==> config.mk <==
export PLATFORM = sky130hd
export DESIGN_NAME = timer8_waveform_modes
export DESIGN_NICKNAME = d
export VERILOG_FILES = /design/src/core/timer8_pkg.sv /design/src/core/timer8_waveform_modes.sv
export SDC_FILE = /design/constraint.sdc
export NUM_CORES = 1
export LEC_CHECK = 0
export BUFFER_PORTS_ARGS = -buffer_cell sky130_fd_sc_hd__buf_2
export CORE_ASPECT_RATIO = 0.6
export CORE_MARGIN = 10
export CORE_UTILIZATION = 45
export DETAILED_ROUTE_END_ITERATION = 10
export PLACE_DENSITY_LB_ADDON = 0.3
export SYNTH_ARGS = -nofsm -noshare
export SYNTH_HDL_FRONTEND = slang
export SYNTH_SLANG_ARGS = --single-unit
==> constraint.sdc <==
create_clock -name CLOCK -period 3.1 [get_ports CLOCK]
set_input_delay 0.62 -clock CLOCK [delete_from_list [all_inputs] [get_ports CLOCK]]
set_output_delay 0.62 -clock CLOCK [all_outputs]
set_load 0.05 [all_outputs]
==> src/core/timer8_pkg.sv <==
package timer8_pkg;

    //------------------------------------------------------------
    // Register map
    //------------------------------------------------------------
    localparam logic [7:0] OFS_CTRL  = 8'h00;
    localparam logic [7:0] OFS_COUNT = 8'h04;
    localparam logic [7:0] OFS_CMP_A = 8'h08;
    localparam logic [7:0] OFS_CMP_B = 8'h0C;
    localparam logic [7:0] OFS_FLAGS = 8'h10;
    localparam logic [7:0] OFS_FORCE = 8'h14;

    //------------------------------------------------------------
    // Field positions
    //------------------------------------------------------------
    localparam int MODE_LSB  = 0;
    localparam int ACT_A_LSB = 4;
    localparam int ACT_B_LSB = 6;
    localparam int FLAG_OVF  = 0;
    localparam int FLAG_MA   = 1;
    localparam int FLAG_MB   = 2;

    //------------------------------------------------------------
    // Reset values and count limits
    //------------------------------------------------------------
    localparam logic [2:0] MODE_RST     = 3'h0;
    localparam logic [1:0] ACT_RST      = 2'h0;
    localparam logic [7:0] COUNT_RST    = 8'h00;
    localparam logic [7:0] CMP_RST      = 8'h00;
    localparam logic [7:0] COUNT_MAX    = 8'hFF;
    localparam logic [7:0] COUNT_BOTTOM = 8'h00;

    //------------------------------------------------------------
    // Wave mode and output action codes
    //------------------------------------------------------------
    localparam logic [2:0] MODE_PC_FF   = 3'h1;
    localparam logic [2:0] MODE_CTC     = 3'h2;
    localparam logic [2:0] MODE_FAST_FF = 3'h3;
    localparam logic [2:0] MODE_PC_A    = 3'h5;
    localparam logic [2:0] MODE_FAST_A  = 3'h7;
    localparam logic [1:0] ACT_OFF      = 2'h0;
    localparam logic [1:0] ACT_TOGGLE   = 2'h1;
    localparam logic [1:0] ACT_CLEAR    = 2'h2;

    // Decoded counting kind, one-hot
    typedef enum logic [3:0] {
        K_NORMAL = 4'h1,
        K_CTC    = 4'h2,
        K_FAST   = 4'h4,
        K_PHASE  = 4'h8
    } kind_t;

endpackage

==> src/core/timer8_waveform_modes.sv <==
`timescale 1ns/10ps
module timer8_waveform_modes
    import timer8_pkg::*;
(
    // Clock and reset
    input  wire logic        CLOCK,
    input  wire logic        RST,
    // Timer clock enable from the prescaler
    input  wire logic        TIMER_TICK,
    // APB slave
    input  wire logic        PSEL,
    input  wire logic        PENABLE,
    input  wire logic        PWRITE,
    input  wire logic [7:0]  PADDR,
    input  wire logic [31:0] PWDATA,
    output logic      [31:0] PRDATA,
    output logic             PREADY,
    output logic             PSLVERR,
    // Waveform pins
    output logic             WAVE_OUT_A,
    output logic             WAVE_OUT_A_EN,
    output logic             WAVE_OUT_B,
    output logic             WAVE_OUT_B_EN,
    // Event flags
    output logic             OVERFLOW_FLAG,
    output logic             MATCH_A_FLAG,
    output logic             MATCH_B_FLAG
);

    //------------------------------------------------------------
    // Declarations
    //------------------------------------------------------------
    logic [2:0]  wave_mode_sel;
    logic [1:0]  out_action_sel [2];
    logic [7:0]  count_value;
    logic        count_up;
    logic        block_match;
    logic [7:0]  compare_buf    [2];
    logic [7:0]  compare_value  [2];
    logic        wave_out       [2];
    logic        wave_en        [2];
    logic        match_flag     [2];
    logic        pending_up     [2];
    logic        match          [2];
    logic        overflow_flag;
    kind_t       kind;
    logic [7:0]  top;
    logic        at_top;
    logic        at_bottom;
    logic        pwm;
    logic        up_eff;
    logic        done;
    logic        wr;
    logic        count_wr;
    logic        force_wr;
    logic        flags_wr;
    logic        tick;
    logic        load;
    logic        ovf_event;
    logic        mapped;
    logic [31:0] next_rdata;

    //------------------------------------------------------------
    // Mode decode
    //------------------------------------------------------------
    // Counting depends on wave mode only, never on actions
    always_comb begin
        case (wave_mode_sel)
            MODE_CTC:                 kind = K_CTC;
            MODE_FAST_FF, MODE_FAST_A: kind = K_FAST;
            MODE_PC_FF, MODE_PC_A:    kind = K_PHASE;
            default:                  kind = K_NORMAL;
        endcase
    end

    // Top is compare A in mode 2 and in PWM modes with bit2 set
    always_comb begin
        if (kind == K_CTC || (wave_mode_sel[2] && kind != K_NORMAL)) begin
            top = compare_value[0];
        end else begin
            top = COUNT_MAX;
        end
    end

    assign at_top    = (count_value == top);
    assign at_bottom = (count_value == COUNT_BOTTOM);
    assign pwm       = (kind == K_FAST) || (kind == K_PHASE);
    // Direction seen by a match: turning points count as their slope
    assign up_eff    = at_bottom ? 1'b1 : (at_top ? 1'b0 : count_up);

    //------------------------------------------------------------
    // APB decode
    //------------------------------------------------------------
    // One wait state; writes land at the edge with PREADY high
    assign done     = PSEL && PENABLE && PREADY;
    assign wr       = done && PWRITE;
    assign count_wr = wr && (PADDR == OFS_COUNT);
    assign force_wr = wr && (PADDR == OFS_FORCE);
    assign flags_wr = wr && (PADDR == OFS_FLAGS);
    // A count write overrides the tick in the same cycle
    assign tick     = TIMER_TICK && !count_wr;
    // Unmapped offsets answer with an error; writes are dropped
    assign mapped   = (PADDR == OFS_CTRL) || (PADDR == OFS_COUNT) ||
                      (PADDR == OFS_CMP_A) || (PADDR == OFS_CMP_B) ||
                      (PADDR == OFS_FLAGS) || (PADDR == OFS_FORCE);

    //------------------------------------------------------------
    // Control register
    //------------------------------------------------------------
    // Actions are unbuffered and act from the next match on
    always_ff @(posedge CLOCK or posedge RST) begin
        if (RST) begin
            wave_mode_sel     <= MODE_RST;
            out_action_sel[0] <= ACT_RST;
            out_action_sel[1] <= ACT_RST;
        end else if (wr && PADDR == OFS_CTRL) begin
            wave_mode_sel     <= PWDATA[MODE_LSB +: 3];
            out_action_sel[0] <= PWDATA[ACT_A_LSB +: 2];
            out_action_sel[1] <= PWDATA[ACT_B_LSB +: 2];
        end
    end

    //------------------------------------------------------------
    // Counter unit
    //------------------------------------------------------------
    // Count write beats any tick in the same cycle
    always_ff @(posedge CLOCK or posedge RST) begin
        if (RST) begin
            count_value <= COUNT_RST;
            count_up    <= 1'b1;
        end else if (count_wr) begin
            count_value <= PWDATA[7:0];
        end else if (tick) begin
            case (kind)
                K_CTC: begin
                    count_up    <= 1'b1;
                    // Equality only: a top below the count is missed
                    count_value <= at_top ? COUNT_BOTTOM
                                          : count_value + 8'h01;
                end
                K_FAST: begin
                    count_up    <= 1'b1;
                    count_value <= at_top ? COUNT_BOTTOM
                                          : count_value + 8'h01;
                end
                K_PHASE: begin
                    // Top and bottom each last one tick at the turn
                    if (count_up) begin
                        if (at_top) begin
                            count_up    <= 1'b0;
                            count_value <= count_value - 8'h01;
                        end else begin
                            count_value <= count_value + 8'h01;
                        end
                    end else if (at_bottom) begin
                        count_up    <= 1'b1;
                        count_value <= count_value + 8'h01;
                    end else begin
                        count_value <= count_value - 8'h01;
                    end
                end
                default: begin
                    count_up    <= 1'b1;
                    count_value <= count_value + 8'h01;
                end
            endcase
        end
    end

    // Blocks matches until the next tick, also while stopped
    always_ff @(posedge CLOCK or posedge RST) begin
        if (RST) begin
            block_match <= 1'b0;
        end else if (count_wr) begin
            block_match <= 1'b1;
        end else if (TIMER_TICK) begin
            block_match <= 1'b0;
        end
    end

    //------------------------------------------------------------
    // Overflow flag
    //------------------------------------------------------------
    // Overflow event per counting kind
    always_comb begin
        case (kind)
            K_FAST:  ovf_event = tick && at_top;
            K_PHASE: ovf_event = tick && at_bottom && !count_up;
            default: ovf_event = tick && count_value == COUNT_MAX;
        endcase
    end

    // Set wins over a write-one clear in the same cycle
    always_ff @(posedge CLOCK or posedge RST) begin
        if (RST) begin
            overflow_flag <= 1'b0;
        end else if (ovf_event) begin
            overflow_flag <= 1'b1;
        end else if (flags_wr && PWDATA[FLAG_OVF]) begin
            overflow_flag <= 1'b0;
        end
    end

    // Buffered value moves in at bottom (fast) or top (phase)
    // Fast loads as the count leaves top, the edge of bottom
    assign load = tick && at_top && (kind == K_FAST || (kind == K_PHASE && count_up));

    //------------------------------------------------------------
    // Compare and waveform channels
    //------------------------------------------------------------
    for (genvar i = 0; i < 2; i++) begin : g_chan
        logic [1:0] act;
        logic [7:0] cmp_ofs;
        logic       can_toggle;
        logic       next_en;

        assign act        = out_action_sel[i];
        assign cmp_ofs    = (i == 0) ? OFS_CMP_A : OFS_CMP_B;
        // Toggle in PWM exists for channel A with bit2 only
        assign can_toggle = (i == 0) && wave_mode_sel[2];
        assign match[i]   = tick && !block_match &&
                            (count_value == compare_value[i]);

        // Compare registers: direct in non-PWM, buffered in PWM
        // Reads return the buffer so software sees its last write
        always_ff @(posedge CLOCK or posedge RST) begin
            if (RST) begin
                compare_buf[i]   <= CMP_RST;
                compare_value[i] <= CMP_RST;
            end else if (wr && PADDR == cmp_ofs) begin
                compare_buf[i] <= PWDATA[7:0];
                if (!pwm) begin
                    compare_value[i] <= PWDATA[7:0];
                end
            end else if (load) begin
                compare_value[i] <= compare_buf[i];
            end
        end

        // Match flag, one tick after the equal count
        always_ff @(posedge CLOCK or posedge RST) begin
            if (RST) begin
                match_flag[i] <= 1'b0;
            end else if (match[i]) begin
                match_flag[i] <= 1'b1;
            end else if (flags_wr && PWDATA[FLAG_MA + i]) begin
                match_flag[i] <= 1'b0;
            end
        end

        // Up-slope match owed at bottom: top left, or start above
        // Dropped outside phase mode so a later switch starts clean
        always_ff @(posedge CLOCK or posedge RST) begin
            if (RST) begin
                pending_up[i] <= 1'b0;
            end else if (kind != K_PHASE) begin
                pending_up[i] <= 1'b0;
            end else if (load && compare_value[i] == top && compare_buf[i] != top) begin
                pending_up[i] <= 1'b1;
            end else if (count_wr && PWDATA[7:0] > compare_value[i]) begin
                pending_up[i] <= 1'b1;
            end else if (tick && at_bottom && !count_up) begin
                pending_up[i] <= 1'b0;
            end
        end

        // Output register; action zero never changes it
        always_ff @(posedge CLOCK or posedge RST) begin
            if (RST) begin
                wave_out[i] <= 1'b0;
            end else if (act == ACT_OFF) begin
                wave_out[i] <= wave_out[i];
            end else if (!pwm) begin
                if (match[i] || (force_wr && PWDATA[i])) begin
                    if (act == ACT_TOGGLE) begin
                        wave_out[i] <= !wave_out[i];
                    end else begin
                        wave_out[i] <= act[0];
                    end
                end
            end else if (act == ACT_TOGGLE) begin
                if (match[i] && can_toggle) begin
                    wave_out[i] <= !wave_out[i];
                end
            end else if (kind == K_FAST) begin
                // Bottom action wins over a match at top
                if (tick && at_top) begin
                    wave_out[i] <= !act[0];
                end else if (match[i]) begin
                    wave_out[i] <= act[0];
                end
            end else begin
                if (tick && at_top && compare_value[i] == top) begin
                    wave_out[i] <= !act[0];
                end else if (match[i] && compare_value[i] != top) begin
                    wave_out[i] <= up_eff ? act[0] : !act[0];
                end else if (tick && at_bottom && !count_up && pending_up[i]) begin
                    wave_out[i] <= act[0];
                end
            end
        end

        // Pin is connected unless the action is off or unsupported
        always_comb begin
            next_en = (act != ACT_OFF);
            if (pwm && act == ACT_TOGGLE && !can_toggle) begin
                next_en = 1'b0;
            end
        end

        // Enable registered so the pin driver comes from a flop
        always_ff @(posedge CLOCK or posedge RST) begin
            if (RST) begin
                wave_en[i] <= 1'b0;
            end else begin
                wave_en[i] <= next_en;
            end
        end
    end

    //------------------------------------------------------------
    // APB read path and handshake
    //------------------------------------------------------------
    // Read mux; unmapped and write-only offsets read zero
    always_comb begin
        next_rdata = 32'h0000_0000;
        case (PADDR)
            OFS_CTRL: begin
                next_rdata[MODE_LSB +: 3]  = wave_mode_sel;
                next_rdata[ACT_A_LSB +: 2] = out_action_sel[0];
                next_rdata[ACT_B_LSB +: 2] = out_action_sel[1];
            end
            OFS_COUNT: next_rdata[7:0] = count_value;
            OFS_CMP_A: next_rdata[7:0] = compare_buf[0];
            OFS_CMP_B: next_rdata[7:0] = compare_buf[1];
            OFS_FLAGS: begin
                next_rdata[FLAG_OVF] = overflow_flag;
                next_rdata[FLAG_MA]  = match_flag[0];
                next_rdata[FLAG_MB]  = match_flag[1];
            end
            default: next_rdata = 32'h0000_0000;
        endcase
    end

    // Data is captured in the first access cycle, one wait state
    always_ff @(posedge CLOCK or posedge RST) begin
        if (RST) begin
            PREADY  <= 1'b0;
            PSLVERR <= 1'b0;
            PRDATA  <= 32'h0000_0000;
        end else begin
            PREADY  <= PSEL && PENABLE && !PREADY;
            PSLVERR <= PSEL && PENABLE && !PREADY && !mapped;
            if (PSEL && PENABLE && !PREADY && !PWRITE) begin
                PRDATA <= next_rdata;
            end
        end
    end

    //------------------------------------------------------------
    // Outputs, all from flip-flops
    //------------------------------------------------------------
    // Plain wires from the registers, no gating
    assign WAVE_OUT_A    = wave_out[0];
    assign WAVE_OUT_B    = wave_out[1];
    assign WAVE_OUT_A_EN = wave_en[0];
    assign WAVE_OUT_B_EN = wave_en[1];
    assign OVERFLOW_FLAG = overflow_flag;
    assign MATCH_A_FLAG  = match_flag[0];
    assign MATCH_B_FLAG  = match_flag[1];

endmodule

==> results.toml <==
[sta]
hold_violations = 0
max_freq_mhz = 334
rsz0062_at_grt = "false"
tightest_slew_ns = 0.741
period_needed_ns = 2.99
fin_setup_tns_ns = 0
relSlewSlack = 0.502
fin_crit_sh = 0.965
slew_violations = 0
fin_ws_ns = 0.109
setup_viol = 0
fin_hold_ws_ns = 0.372
fin_skew_ns = 0.00524

[global_routing]
antenna_found_initial = 0
grt_overflow_total = 0
grt_pass1_vias = 4727
grt_start_max_net_pins = 41
grt_pass1_wl_um = 28800
gr-usage-all-layers = 0.220

[logic_synthesis]
synth_area_mm2 = 0.00527
yosys.area.top_type = "dfrtp_1"
synth-main-ff-cell = "dfrtp_1"
synth_edf_count = 0
yosys_warnings = 0
ys_ff_latch = 68
synth.yosys.seq_area_share = 0.323
synthCells = 580
ys_types = 78
synth.most_common_cell = "dfrtp_1"
avgSynthCellArea_um2 = 9.08
synth_top_area_share = 0.318
synth_area_leaders = "dfrtp_1 (32%), mux2_2 (6.0%), ha_1 (4.3%), nand2_1 (3.8%), buf_4 (3.4%)"
synthTopCellsByCount = "dfrtp_1 (67), nand2_1 (53), a21oi_1 (30), inv_1 (30), o21ai_0 (29)"
async_flop_share = 1.00

[floorplanning]
fp.dieW_um = 160
row_count = 30
io_pins = 87
start_util = 0.463
die_h_um = 104
die_area_mm2 = 0.0166
coreArea_mm2 = 0.0114

[placement]
place_area_mm2 = 0.00589
io_buffer_count = 38
post-place-ws_ns = 0.0656
dp_hpwl_um = 14400
place.gp.congestion = 1.00

[clock_network]
cts-buffers-inserted = 9
cts_tree = "yes"
clk_path_buf_depth = 2
cts.sinks = 68
cts_root_buf = "clkbuf_16"
cts.htree.levels = 3
clk_latency_ns = 0.34
cts_hold_buf = 0
clk_pin_slew_ns = 0.06

[setup_path]
ff2ff_setup_slack_ns = 0.11
startpoint = "count_value[0]"
ff2ff_path_depth = 10
max_stage_delay_ns = 0.51
cp_data_required_time_ns = 3.38
reg2reg_to = "WAVE_OUT_A"
cpMostUsedCell = "nand3_1"
worstSetupPathType = "reg -> reg"
critical_path.max_fanout = 5
crit_chain = "inv_1, ha_2, or4b_1, nor3_1, nand3_1, nand4_1, a221oi_1, a311oi_2, or3b_1, nand3_1"
start_kind = "flip-flop"
worstPathArrival_ns = 3.27
r2r_start = "count_value[0]"
end_kind = "flip-flop"
critical-path-slowest-cell = "or4b_1"

[cells_and_area]
fin_util = 0.552
area_growth_pct = 19.2
finalNetCount = 718
drive_above_1_share = 0.263
fillCellCount = 1053
fin_area_mm2 = 0.00628
diodes = 0

[worst_hold_path]
hp-class = "in -> async"

[drt]
drtAntennaViolNets = 0
drc = 0
vias_per_cell = 6.08
wl_per_cell_um = 22.6
vias = 4980
drtPass1Iterations = 5
routed_wl_um = 18500
drt_iter0_markers = 611

[pwr]
powerDensity_mw_per_mm2 = 449
vdd_drop_max_uv = 264
total_leakage_power_nw = 2.74

[outcome]
status = "complete, no violations"

[run]
maxCapViolCount = 0
==> placed cells by master, fill, tap and decap left out, types with 24 or more instances in the layout <==
cell,n
buf_4,55
o21ai_0,29
buf_2,38
inv_1,29
mux2_2,28
nand2_1,53
dfrtp_1,66
nor2_1,26
conb_1,24
a21oi_1,30
==> metal layers <==
| metal | global-route usage | vias to the layer above | routed length [µm] |
|---|---|---|---|
| met4 | 0.0599 | 2 | 306 |
| met2 | 0.288 | 263 | 7320 |
| met3 | 0.0747 | 29 | 2120 |
| met5 | 0.0152 | - | 32 |
| li1 | - | 2258 | - |
| met1 | 0.327 | 2428 | 8740 |
==> where the power goes <==
| group | switching (mW) | internal [mW] | leakage [nW] |
|---|---|---|---|
| Clock | 0.425 | 0.750 | 0.158 |
| Combinational | 0.448 | 0.232 | 1.67 |
| Sequential | 0.0448 | 0.921 | 0.914 |
==> timing repair <==
item,in CTS,in global routing
endpoints found under the setup margin,0,23
endpoints found under the hold margin,0,0
resized for setup,0,8
setup buffers,0,2
==> registers in the layout, summed over array words and instances, names as in the netlist, 2 cells and up <==
| register | cells |
|---|---|
| compare_buf | 16 |
| compare_value | 16 |
| pending_up | 2 |
| wave_mode_sel | 3 |
| count_value | 8 |
| g_chan.act | 4 |
| PRDATA | 8 |
==> layout make-up <==
class,count,area [µm²],share of cell area
clock buffers,11,253,0.0403
clock inverters,5,83.8,0.0134
inverters,31,116,0.0185
multi-input cells,447,3240,0.516
flip-flops and latches,68,1700,0.271
well taps,160,200,0.0319
repair buffers,97,683,0.109
==> stage by stage <==
step                instances  total power, mW
floorplan                 603             1.42
global placement          801             1.61
detailed placement        801             1.62
CTS                       817             2.80
global route              819             2.92
finish                    819             2.82
==> critical path, delay by kind of cell, from the launching register on <==
family                     cells  cell delay (ns)
buffers and inverters          1             0.19
AOI/OAI and AO/OA              2             0.40
adders and majority gates      1             0.27
DFF                            1             0.42
and+or+nand+nor                6             1.64
==> worst max-delay path by stage <==
stage	end	slack, ns	cells past startpoint
6_report	WAVE_OUT_A	0.11	10
4_1_cts	compare_value[10]	0.09	8
2_1_floorplan	WAVE_OUT_B	0.20	10
3_5_place_dp	compare_value[12]	0.07	8
5_1_grt	WAVE_OUT_A	0.007	8
3_3_place_gp	WAVE_OUT_B	0.11	11
==> cell families after synthesis <==
family / synth area share
flops: 0.323
mux: 0.125
simple gates: 0.191
buf+inv: 0.0846
fa+ha+maj: 0.0428
xor+xnor: 0.0449
other cells: 0.000712
compound gates: 0.187
Note: power is estimated with default switching activity, not from simulation.
